File: src/kcws_pkg.sv
// Package: constants, encodings and carrier types for kernel clock and wake-up select
// What this block does
// USB clock from PLL, multispeed or 48 MHz RC
// Calendar and LCD share one clock
// Calendar clock: low-speed crystal, RC, or crystal/32
// Software keeps bus clock at or above calendar
// Low-power calibration bit switches calendar calibration mode
// ADC kernel: source select, divide 1 to 256
// ADC bus mode: bus clock divided 1,2,4
// DAC sample-and-hold timed by low-speed RC
// Serial port clock from four sources
// I2C clock from three sources
// Low-power modes cap system clock at 2 MHz
// Stop exit restarts on 16 MHz or multispeed
// Standby exit restarts multispeed at 1-8 MHz
// Shutdown exit restarts multispeed at 4 MHz
// Standby/shutdown wake: pins, calendar, reset; watchdog wakes standby only
// Stop wakes on event lines or peripheral requests
// Brownout always enabled except in shutdown
// Standby optionally retains RAM and applies pulls
// Power control bit groups exposed as ports
// Software changes selections only while peripheral disabled
package kcws_pkg;
    localparam int CLK_PERIOD_NS = 10;
    localparam int WAKE_TIME_NS  = 5000;
    localparam int WAKE_CYCLES   = WAKE_TIME_NS / CLK_PERIOD_NS;
    localparam int LP_SYSTEM_CLOCK_MAX_KHZ = 2000;
    localparam int HSE_CAL_DIV   = 32;
    localparam int ADC_KDIV_MAX  = 8;
    localparam int N_WAKE_PINS   = 5;
    localparam int N_STOP_SRC    = 14;
    localparam int N_EVENT_LINES = 16;
    localparam int N_IO          = 16;
    localparam logic [3:0] SHUTDOWN_MSI_MHZ = 4'h4;
    localparam logic [3:0] STANDBY_MSI_MIN  = 4'h1;
    localparam logic [3:0] STANDBY_MSI_MAX  = 4'h8;
    // Source encodings, two bits each; wake clock select one bit
    localparam logic [1:0] USB_PLL = 2'h0, USB_MSI = 2'h1, USB_RC48 = 2'h2;
    localparam logic [1:0] CAL_LSE = 2'h0, CAL_LSI = 2'h1, CAL_HSE = 2'h2;
    localparam logic [1:0] ADC_SYS = 2'h0, ADC_PLLP = 2'h1, ADC_RC16 = 2'h2;
    localparam logic [1:0] ADC_BUS_OFF = 2'h0, ADC_BUS_D1 = 2'h1, ADC_BUS_D2 = 2'h2;
    localparam logic [1:0] SER_SYS = 2'h0, SER_RC16 = 2'h1, SER_LSE = 2'h2, SER_APB = 2'h3;
    localparam logic [1:0] I2C_SYS = 2'h0, I2C_RC16 = 2'h1, I2C_APB = 2'h2;
    localparam logic WAKE_CLK_RC16 = 1'b0;
    localparam logic WAKE_CLK_MSI  = 1'b1;

    typedef enum logic [2:0] {PW_RUN, PW_STOP, PW_STANDBY, PW_SHUTDOWN, PW_WAKE} kcws_pwr_type;

    // One-cycle ticks, one per source clock edge
    typedef struct packed {
        logic system_clock;
        logic pll_usb_kernel_output;
        logic pll_p_output;
        logic multispeed_rc_osc;
        logic rc_48mhz_osc;
        logic rc_16mhz_osc;
        logic low_speed_crystal_osc;
        logic low_speed_rc_osc;
        logic high_speed_crystal_osc;
        logic apb;
    } kcws_osc_type;

    typedef struct packed {
        logic [1:0] usb_sel;
        logic [1:0] cal_sel;
        logic [1:0] adc_src;
        logic [3:0] adc_kernel_divider;
        logic [1:0] adc_bus_clock_divider;
        logic [1:0] usart_sel;
        logic [1:0] i2c_sel;
    } kcws_sel_type;

    typedef struct packed {
        logic usb;
        logic calendar_clock;
        logic adc;
        logic dac_sample_hold;
        logic usart;
        logic i2c;
    } kcws_kclk_type;
endpackage : kcws_pkg

File: src/kcws_top.sv
// Module: kernel clock selection, dividers and power-mode wake-up control
`timescale 1ns/1ps
module kcws_top (
    input  wire logic                  clk,
    input  wire logic                  reset_n,
    input  wire kcws_pkg::kcws_osc_type osc_tick,
    input  wire kcws_pkg::kcws_sel_type sel,
    input  wire logic                  lowpower_calibration_enable,
    input  wire logic                  lowpower_mode,
    input  wire logic [15:0]           system_clock_khz,
    input  wire logic                  enter_stop,
    input  wire logic                  enter_standby,
    input  wire logic                  enter_shutdown,
    input  wire logic                  stop_wake_clock_sel,
    input  wire logic [3:0]            standby_msi_mhz,
    input  wire logic [4:0]            wakeup_pin,
    input  wire logic [4:0]            wakeup_pin_enable,
    input  wire logic [4:0]            wakeup_pin_falling,
    input  wire logic                  calendar_event,
    input  wire logic                  external_reset_pin_n,
    input  wire logic                  independent_watchdog_reset,
    input  wire logic [15:0]           external_event_line,
    input  wire logic [13:0]           stop_wake_request,
    input  wire logic                  retain_ram_enable,
    input  wire logic                  pull_apply_enable,
    input  wire logic [15:0]           io_pull_up_sel,
    input  wire logic [15:0]           io_pull_down_sel,
    output kcws_pkg::kcws_kclk_type    kclk_tick,
    output kcws_pkg::kcws_pwr_type     power_state,
    output logic                       lowpower_calibration_active,
    output logic                       lp_system_clock_violation,
    output logic                       wake_clock_sel,
    output logic [3:0]                 wake_msi_mhz,
    output logic                       wake_done,
    output logic                       brownout_reset_enable,
    output logic                       retained_ram_keep,
    output logic [15:0]                io_pull_up,
    output logic [15:0]                io_pull_down
);

    // Four-way tick selector shared by every kernel mux
    function automatic logic pick4(input logic [1:0] s, input logic a, input logic b,
                                   input logic c, input logic d);
        unique case (s)
            2'h0:    pick4 = a;
            2'h1:    pick4 = b;
            2'h2:    pick4 = c;
            default: pick4 = d;
        endcase
    endfunction : pick4

    kcws_pkg::kcws_osc_type ot;
    kcws_pkg::kcws_kclk_type kclk_r;
    kcws_pkg::kcws_pwr_type  state_r;
    logic       usb_nxt, cal_src, usart_nxt, i2c_nxt, adc_src_tick, adc_k_nxt, adc_b_nxt;
    logic [4:0] hse_cnt_r;
    logic       hse32;
    logic [8:0] adc_kcnt_r;
    logic [8:0] adc_klim;
    logic [1:0] adc_bcnt_r;
    logic [1:0] adc_blim;
    logic       adc_bus_mode;

    assign ot = osc_tick;

    // Source muxes; selection changes assumed only with the consumer idle R20
    assign usb_nxt   = pick4(sel.usb_sel, ot.pll_usb_kernel_output, ot.multispeed_rc_osc,
                             ot.rc_48mhz_osc, 1'b0);
    assign cal_src   = pick4(sel.cal_sel, ot.low_speed_crystal_osc, ot.low_speed_rc_osc,
                             hse32, 1'b0);
    assign usart_nxt = pick4(sel.usart_sel, ot.system_clock, ot.rc_16mhz_osc,
                             ot.low_speed_crystal_osc, ot.apb);
    assign i2c_nxt   = pick4(sel.i2c_sel, ot.system_clock, ot.rc_16mhz_osc,
                             ot.apb, 1'b0);
    assign adc_src_tick = pick4(sel.adc_src, ot.system_clock, ot.pll_p_output,
                                ot.rc_16mhz_osc, 1'b0);

    // Fixed divide-by-32 of the high-speed crystal for the calendar path
    always_ff @(posedge clk or negedge reset_n) begin
        if (!reset_n) begin
            hse_cnt_r <= 5'h00;
        end else if (ot.high_speed_crystal_osc) begin
            hse_cnt_r <= hse_cnt_r + 5'h01;
        end
    end
    assign hse32 = ot.high_speed_crystal_osc && (hse_cnt_r == 5'(kcws_pkg::HSE_CAL_DIV - 1));

    // ADC kernel divider: field n gives 2^n, capped at 256
    assign adc_klim = (sel.adc_kernel_divider > 4'(kcws_pkg::ADC_KDIV_MAX)) ? 9'h0ff :
                      9'((9'h001 << sel.adc_kernel_divider) - 9'h001);
    assign adc_bus_mode = (sel.adc_bus_clock_divider != kcws_pkg::ADC_BUS_OFF);
    assign adc_blim = (sel.adc_bus_clock_divider == kcws_pkg::ADC_BUS_D1) ? 2'h0 :
                      (sel.adc_bus_clock_divider == kcws_pkg::ADC_BUS_D2) ? 2'h1 : 2'h3;

    always_ff @(posedge clk or negedge reset_n) begin
        if (!reset_n) begin
            adc_kcnt_r <= 9'h000;
        end else if (adc_bus_mode) begin
            adc_kcnt_r <= 9'h000;
        end else if (adc_src_tick) begin
            adc_kcnt_r <= (adc_kcnt_r >= adc_klim) ? 9'h000 : adc_kcnt_r + 9'h001;
        end
    end
    assign adc_k_nxt = adc_src_tick && (adc_kcnt_r >= adc_klim);

    always_ff @(posedge clk or negedge reset_n) begin
        if (!reset_n) begin
            adc_bcnt_r <= 2'h0;
        end else if (!adc_bus_mode) begin
            adc_bcnt_r <= 2'h0;
        end else if (ot.apb) begin
            adc_bcnt_r <= (adc_bcnt_r >= adc_blim) ? 2'h0 : adc_bcnt_r + 2'h1;
        end
    end
    assign adc_b_nxt = ot.apb && (adc_bcnt_r >= adc_blim);

    // Registered kernel ticks; calendar and LCD take the same one R2
    always_ff @(posedge clk or negedge reset_n) begin
        if (!reset_n) begin
            kclk_r <= '0;
        end else begin
            kclk_r.usb             <= usb_nxt;
            kclk_r.calendar_clock  <= cal_src;
            kclk_r.adc             <= adc_bus_mode ? adc_b_nxt : adc_k_nxt;
            kclk_r.dac_sample_hold <= ot.low_speed_rc_osc;
            kclk_r.usart           <= usart_nxt;
            kclk_r.i2c             <= i2c_nxt;
        end
    end
    assign kclk_tick = kclk_r;

    // Calibration mode and low-power clock check; bus-vs-calendar ratio is software's R4
    always_ff @(posedge clk or negedge reset_n) begin
        if (!reset_n) begin
            lowpower_calibration_active <= 1'b0;
            lp_system_clock_violation         <= 1'b0;
        end else begin
            lowpower_calibration_active <= lowpower_calibration_enable;
            lp_system_clock_violation <= lowpower_mode &&
                (system_clock_khz > 16'(kcws_pkg::LP_SYSTEM_CLOCK_MAX_KHZ));
        end
    end

    // Pin synchronisers; only the second stage and its delayed copy feed logic
    logic [6:0] pin_s1_r, pin_s2_r, pin_prev_r;
    logic [4:0] pin_edge;
    always_ff @(posedge clk or negedge reset_n) begin
        if (!reset_n) begin
            pin_s1_r   <= 7'h00;
            pin_s2_r   <= 7'h00;
            pin_prev_r <= 7'h00;
        end else begin
            pin_s1_r   <= {calendar_event, !external_reset_pin_n, wakeup_pin};
            pin_s2_r   <= pin_s1_r;
            pin_prev_r <= pin_s2_r;
        end
    end
    // Edge polarity chosen per pin
    genvar gi;
    generate
        for (gi = 0; gi < kcws_pkg::N_WAKE_PINS; gi++) begin : g_pin
            assign pin_edge[gi] = wakeup_pin_enable[gi] && (wakeup_pin_falling[gi] ?
                (pin_prev_r[gi] && !pin_s2_r[gi]) : (!pin_prev_r[gi] && pin_s2_r[gi]));
        end
    endgenerate

    logic deep_wake, standby_wake, stop_wake;
    assign deep_wake    = (|pin_edge) || pin_s2_r[6] || pin_s2_r[5];
    assign standby_wake = deep_wake || independent_watchdog_reset;
    assign stop_wake    = (|external_event_line) || (|stop_wake_request);

    // Power-mode sequencer with wake-clock choice
    logic [9:0] wake_cnt_r;
    always_ff @(posedge clk or negedge reset_n) begin
        if (!reset_n) begin
            state_r        <= kcws_pkg::PW_RUN;
            wake_clock_sel <= kcws_pkg::WAKE_CLK_MSI;
            wake_msi_mhz   <= kcws_pkg::SHUTDOWN_MSI_MHZ;
        end else begin
            unique case (state_r)
                kcws_pkg::PW_RUN: begin
                    if (enter_shutdown) begin
                        state_r <= kcws_pkg::PW_SHUTDOWN;
                    end else if (enter_standby) begin
                        state_r <= kcws_pkg::PW_STANDBY;
                    end else if (enter_stop) begin
                        state_r <= kcws_pkg::PW_STOP;
                    end
                end
                kcws_pkg::PW_STOP: begin
                    if (stop_wake) begin
                        state_r        <= kcws_pkg::PW_WAKE;
                        wake_clock_sel <= stop_wake_clock_sel;
                    end
                end
                kcws_pkg::PW_STANDBY: begin
                    if (standby_wake) begin
                        state_r        <= kcws_pkg::PW_WAKE;
                        wake_clock_sel <= kcws_pkg::WAKE_CLK_MSI;
                        wake_msi_mhz   <= (standby_msi_mhz < kcws_pkg::STANDBY_MSI_MIN) ?
                            kcws_pkg::STANDBY_MSI_MIN :
                            (standby_msi_mhz > kcws_pkg::STANDBY_MSI_MAX) ?
                            kcws_pkg::STANDBY_MSI_MAX : standby_msi_mhz;
                    end
                end
                kcws_pkg::PW_SHUTDOWN: begin
                    if (deep_wake) begin
                        state_r        <= kcws_pkg::PW_WAKE;
                        wake_clock_sel <= kcws_pkg::WAKE_CLK_MSI;
                        wake_msi_mhz   <= kcws_pkg::SHUTDOWN_MSI_MHZ;
                    end
                end
                kcws_pkg::PW_WAKE: begin
                    if (wake_cnt_r == 10'(kcws_pkg::WAKE_CYCLES - 1)) begin
                        state_r <= kcws_pkg::PW_RUN;
                    end
                end
            endcase
        end
    end
    assign power_state = state_r;

    // Wake counter: oscillator restart only, no PLL lock wait
    always_ff @(posedge clk or negedge reset_n) begin
        if (!reset_n) begin
            wake_cnt_r <= 10'h000;
            wake_done  <= 1'b0;
        end else begin
            wake_cnt_r <= (state_r == kcws_pkg::PW_WAKE) ? wake_cnt_r + 10'h001 : 10'h000;
            wake_done  <= (state_r == kcws_pkg::PW_WAKE) &&
                          (wake_cnt_r == 10'(kcws_pkg::WAKE_CYCLES - 1));
        end
    end

    // Supervisor and standby retention outputs; brownout has no software off R17
    always_ff @(posedge clk or negedge reset_n) begin
        if (!reset_n) begin
            brownout_reset_enable <= 1'b1;
            retained_ram_keep     <= 1'b0;
            io_pull_up            <= 16'h0000;
            io_pull_down          <= 16'h0000;
        end else begin
            brownout_reset_enable <= (state_r != kcws_pkg::PW_SHUTDOWN);
            retained_ram_keep <= (state_r == kcws_pkg::PW_STANDBY) && retain_ram_enable;
            io_pull_up   <= ((state_r == kcws_pkg::PW_STANDBY) && pull_apply_enable) ?
                            io_pull_up_sel : 16'h0000;
            io_pull_down <= ((state_r == kcws_pkg::PW_STANDBY) && pull_apply_enable) ?
                            io_pull_down_sel : 16'h0000;
        end
    end
endmodule : kcws_top

File: config.mk
export PLATFORM = sky130hd
export DESIGN_NAME = kcws_top
export DESIGN_NICKNAME = d
export VERILOG_FILES = /design/src/kcws_pkg.sv /design/src/kcws_top.sv
export SDC_FILE = /design/constraint.sdc
export NUM_CORES = 1
export LEC_CHECK = 0
export BUFFER_PORTS_ARGS = -buffer_cell sky130_fd_sc_hd__clkbuf_2
export CORE_MARGIN = 3
export CORE_UTILIZATION = 53
export CTS_BUF_LIST = sky130_fd_sc_hd__clkbuf_2 sky130_fd_sc_hd__clkbuf_4 sky130_fd_sc_hd__clkbuf_8
export DETAILED_ROUTE_END_ITERATION = 16
export GPL_ROUTABILITY_DRIVEN = 0
export GPL_TIMING_DRIVEN = 1
export PLACE_DENSITY = 0.87
export REMOVE_ABC_BUFFERS = 1
export SLEW_MARGIN = 10
export SYNTH_ARGS = -nofsm -noshare
export SYNTH_HDL_FRONTEND = slang
export SYNTH_SLANG_ARGS = --single-unit
File: constraint.sdc
create_clock -name clk -period 5.5 [get_ports clk]
set_clock_uncertainty 0.1 [all_clocks]
set_input_delay 0.825 -clock clk [delete_from_list [all_inputs] [get_ports clk]]
set_output_delay 0.825 -clock clk [all_outputs]
set_load 0.1 [all_outputs]
Word level (Yosys, flattened, before mapping)
Index checks and enable logic that the tools add are counted.
{"block": "totals", "register_bits": 96, "input_bits": 136, "output_inout_bits": 51}
{"block": "classes", "add_sub_neg": 5, "order_cmp": 6, "eq_ne": 25, "n_shift": 1, "muxes": 40, "n_reduce_logical": 53}
{"cell": "9-bit 2-to-1 mux", "count": 4}
{"cell": "16-bit 2-to-1 mux", "count": 2}
{"cell": "1-bit logical AND", "count": 22}
{"cell": "3-bit 2-to-1 mux", "count": 7}
{"cell": "1-bit case mux with 3 select lines", "count": 6}
{"cell": "16-bit by 11-bit greater-than comparator with 1-bit output (second input constant)", "count": 1}
{"cell": "4-bit 2-to-1 mux", "count": 4}
{"cell": "16-bit OR reduction", "count": 1}
{"cell": "3-bit case mux with 5 select lines", "count": 1}
{"cell": "14-bit OR reduction", "count": 1}
{"cell": "2-bit by 1-bit equality test with 1-bit output (second input constant)", "count": 6}
{"cell": "2-bit equality test (second input constant)", "count": 6}
{"cell": "1-bit zero test", "count": 11}
{"cell": "10-bit by 1-bit adder with 10-bit output (second input constant)", "count": 1}
{"cell": "10-bit by 9-bit equality test with 1-bit output (second input constant)", "count": 1}
{"cell": "2-bit zero test", "count": 5}
{"cell": "10-bit 2-to-1 mux", "count": 1}
{"cell": "2-bit 2-to-1 mux", "count": 5}
{"cell": "2-bit != test (second input constant)", "count": 5}
{"cell": "9-bit by 1-bit adder with 9-bit output (second input constant)", "count": 1}
{"cell": "9-bit greater-or-equal comparator", "count": 1}
{"cell": "1-bit 2-to-1 mux", "count": 9}
{"cell": "1-bit by 4-bit left shift with 9-bit output (first input constant)", "count": 1}
{"cell": "9-bit by 1-bit subtractor with 9-bit output (second input constant)", "count": 1}
{"cell": "20 further kinds", "count": 27}

Logic depth before layout (Yosys ltp)
{"block": "logic_depth", "depth_word": 10, "ltp_mapped": 16}

Worst setup path after synthesis
Ideal clock, no wire load.
{"block": "synth_path", "kind": "in2reg", "from": "in sel[8] (netlist bit)", "to": "reg adc_kcnt_r[8]", "arrival_time_ps": 3641, "path_slack_ps": 1682, "cell_stages": 14, "n_path_buf": 1, "cell_sequence": "clkbuf_1 > nor2_1 > nand3_1 > ha_1 > nor2b_1 > a21oi_1 > or3_1 > ha_1 > a21oi_1 > o21ai_1 > a211o_1 > or2_1 > or4_1 > a21boi_1"}
{"block": "synth_between", "elab_chain_len": 7, "elab_cells_between_ends": 8, "cone_classes": "add/sub: 1; order compare: 2; shift: 1; mux: 4"}
{"item": "start: declaration", "line_no": "kcws_top.sv:7", "text": "input wire kcws_pkg::kcws_sel_type sel,"}
{"item": "1-bit by 4-bit left shift with 9-bit output", "line_no": "kcws_top.sv:90", "text": "9'((9'h001 << sel.adc_kernel_divider) - 9'h001);"}
{"item": "9-bit by 1-bit subtractor with 9-bit output", "line_no": "kcws_top.sv:90"}
{"item": "9-bit 2-to-1 mux (*)", "line_no": "kcws_top.sv:89", "text": "assign adc_klim = (sel.adc_kernel_divider > 4'(kcws_pkg::ADC_KDIV_MAX)) ? 9'h0ff :"}
{"item": "9-bit greater-or-equal comparator (*)", "line_no": "kcws_top.sv:101", "text": "adc_kcnt_r <= (adc_kcnt_r >= adc_klim) ? 9'h000 : adc_kcnt_r + 9'h001;"}
{"item": "9-bit 2-to-1 mux (*)", "line_no": "kcws_top.sv:101"}
{"item": "9-bit 2-to-1 mux (*)", "line_no": "kcws_top.sv:100", "text": "end else if (adc_src_tick) begin"}
{"item": "9-bit 2-to-1 mux (*)", "line_no": "kcws_top.sv:98", "text": "end else if (adc_bus_mode) begin"}
{"item": "end signal: assignment", "line_no": "kcws_top.sv:101"}
{"item": "end: declaration", "line_no": "kcws_top.sv:58", "text": "logic [8:0] adc_kcnt_r;"}
Mark *: on every way between the ends. The rest lies on a longest branch, timed or not. The select of a mux whose other input is x is not followed.
A chain may end at the register's enable or synchronous reset.

Worst setup path after layout
Ends and elaborated chain as after synthesis.

==> results.py <==
metrics = {
    "cts": {
        "cts_tree": "done",
        "cts_hold_buf": 0,
        "cts_buffers": 9,
        "cts_resized": 0,
        "clock_path_buffers": 2,
        "cts.sinks": 96,
        "cts_max_level": 3,
        "root_buffer": "clkbuf_8",
        "clock_latency_ns": 0.37,
        "postCtsSetupBuffers": 0,
        "clk_pin_slew_ns": 0.09,
    },
    "drt": {
        "detail_route.wirelength_um": 10470,
        "vias_per_cell": 5.264,
        "num_vias": 3590,
        "drc": 0,
        "drt_first_iter_violations": 131,
        "ant_nets": 0,
        "wire_per_inst_um": 15.36,
        "drt_pre_antenna_iters": 4,
    },
    "setup_path": {
        "worstSetupStartpointType": "input port",
        "path_cells": "clkbuf_2 -> nor2_1 -> nand3_1 -> ha_1 -> nor2_1 -> a21oi_1 -> or3_1 -> ha_1 -> a21oi_1 -> o21ai_1 -> a211o_1 -> or2_1 -> or4_1 -> a21boi_1",
        "r2r_setup_slack_ns": 2.95,
        "max_stage_delay_ns": 0.53,
        "cp-end-kind": "register",
        "cpMaxStageDelayCell": "or4_1",
        "required_ns": 5.70,
        "critical_path_class": "input port to register",
        "crit_arrival_ns": 4.08,
        "crit_fanout": 11,
    },
    "yosys": {
        "yosysSeqAreaShare": 0.5676,
        "syn-instance-count": 391,
        "synthArstFlopShare": 1.000,
        "synth_warnings": 0,
        "ys_ff_latch": 96,
        "mappedNetlistArea_um2": 4239,
        "synth-edff-count": 0,
        "ys.flop_type": "dfrtp_1",
        "syn_avg_cell_area_um2": 10.84,
        "ys_types": 45,
    },
    "place": {
        "place_ws_ns": 1.278,
        "io_buffers": 186,
        "dp_cells": 666,
        "dp_hpwl_um": 8368,
    },
    "die": {
        "die_y_um": 95.43,
        "die_w_um": 95.43,
        "initial_core_util": 0.5663,
        "io_pins": 187,
        "dieArea_um2": 9107,
        "num_rows": 31,
        "coreArea_um2": 7486,
    },
    "finish": {
        "drive_above_1_share": 0.3688,
        "fillers": 543,
        "final_core_util": 0.7319,
        "fin_nets": 732,
        "final_common_cell": "clkbuf_2",
        "syn_to_final_growth_pct": 29.25,
        "regArea_um2": 2406,
        "multi_input_area_um2": 1735,
        "stdcell_count": 682,
        "n_antenna_cell": 0,
        "final_cell_mix": "clkbuf_2, dfrtp_1, nor2_1",
    },
    "timing": {
        "slew_viol_final": 0,
        "fin_tns_setup_ns": 0,
        "relSlewSlack": 0.3482,
        "fmax_mhz": 257.6,
        "setup_slack_ns": 1.618,
        "finalHoldViolCount": 0,
        "setup_violations": 0,
        "rsz0062_at_grt": "no",
        "finalCritPeriodShare": 0.7058,
        "finalCriticalPeriod_ns": 3.882,
        "tightest_slew_ns": 0.9731,
    },
    "global_route": {
        "antenna_found_initial": 0,
        "grt_pass1_wl_um": 16750,
        "grt_max_degree": 51,
        "grt_overflow": 0,
        "track_usage": 0.2435,
        "grt_pass1_vias": 3730,
    },
    "power": {
        "powerDensity_nw_per_um2": 271.5,
        "power_uw": 1487,
        "power_leakage_uw": 0.002888,
        "ir_worst_vdd_mv": 0.2284,
    },
    "run": {
        "cap_violations": 0,
    },
    "worst_hold_path": {
        "hp-class": "register to register",
    },
    "run_status": {
        "status": "complete, no violations",
    },
}
[cells in the mapped netlist, drive strengths merged, types with 2 or more instances]
| cell type | n | area [um^2] |
|---|---|---|
| a21boi | 5 | 37.54 |
| a21oi | 15 | 75.07 |
| a31oi | 4 | 25.02 |
| and2 | 33 | 206.5 |
| and3 | 9 | 56.30 |
| and3b | 5 | 43.79 |
| and4 | 2 | 17.52 |
| clkbuf | 11 | 41.29 |
| dfrtp | 93 | 2327 |
| dfstp | 3 | 78.83 |
| ha | 18 | 225.2 |
| inv | 15 | 56.30 |
| mux2 | 6 | 67.56 |
| mux2i | 4 | 40.04 |
| nand2 | 22 | 82.58 |
| nand2b | 4 | 25.02 |
| nand3 | 10 | 50.05 |
| nand3b | 7 | 52.55 |
| nand4 | 7 | 43.79 |
| nor2 | 34 | 127.6 |
| nor2b | 6 | 37.54 |
| nor3 | 7 | 35.03 |
| nor3b | 6 | 45.04 |
| nor4 | 6 | 37.54 |
| o21a | 3 | 22.52 |
| o21ai | 26 | 130.1 |
| o22ai | 2 | 12.51 |
| or2 | 2 | 12.52 |
| or3 | 4 | 25.02 |
| or4 | 3 | 22.52 |
| xnor2 | 4 | 35.03 |
| xor2 | 5 | 43.79 |
[worst paths after layout]
path,endpoint,from,depth (start not counted)
max,adc_kcnt_r[8],sel[8],14
min,pin_s2_r[5],pin_s1_r[5],0
max reg2reg,adc_kcnt_r[8],adc_kcnt_r[6],7
min reg2reg,pin_s2_r[5],pin_s1_r[5],0
max in group asynchronous,pin_s1_r[5],reset_n,2
min in group asynchronous,pin_s1_r[3],reset_n,1
[routing by layer]
layer  GRT usage  routed length, um  part of all wire  vias up
li1            -                  -                 -     1730
met1      0.2627               3709              0.35     1697
met2      0.4332               5621              0.54      131
met3     0.08129                860             0.082       32
met4      0.1066                283             0.027        0
met5           0                  0                 0        -
[cell type report]
cell class              count  area share
multi-input cells         269      0.3167
flip-flops and latches     96      0.4391
clock buffers               9     0.02261
clock inverters             7     0.01690
repair buffers            187      0.1717
well taps                  99     0.02261
inverters                  15     0.01028
[cell families after synthesis]
logic type      synth area share
simple gates              0.2193
flops                     0.5676
compound gates           0.08767
buf+inv                  0.02302
fa+ha+maj                0.05313
mux                      0.03070
xor+xnor                 0.01859
[report_power, final]
part           internal, uW  total [uW]  switching, uW
clock                   225         496            271
combinational          95.9         222            126
sequential              744         770           25.8
total                  1070        1490            422
[sequential cells by signal, indices dropped and copies added, names as in the netlist]
signal,cells
hse_cnt_r,5
wake_clock_sel,1
pin_s2_r,7
kclk_tick,6
pin_prev_r,5
adc_bcnt_r,2
power_state,3
wake_cnt_r,10
pin_s1_r,7
lp_system_clock_violation,1
lowpower_calibration_active,1
retained_ram_keep,1
io_pull_up,16
io_pull_down,16
wake_msi_mhz,4
adc_kcnt_r,9
brownout_reset_enable,1
wake_done,1
[critical path, delay by kind of cell]
kind	cells	cell delay (ns)
simple gates	6	1.63
compound gates	5	0.83
fa+ha+maj	2	0.62
buf+inv	1	0.16
[through the flow]
stage / cell area, um^2 / hold slack [ns]
3_3_place_gp: 5263 / 0.2326
5_1_grt: 5479 / 0.2758
4_1_cts: 5479 / 0.2600
2_1_floorplan: 4198 / 0.2312
6_report: 5479 / 0.2566
3_5_place_dp: 5263 / 0.2373
No activity file was read; power rests on OpenSTA's default activity.
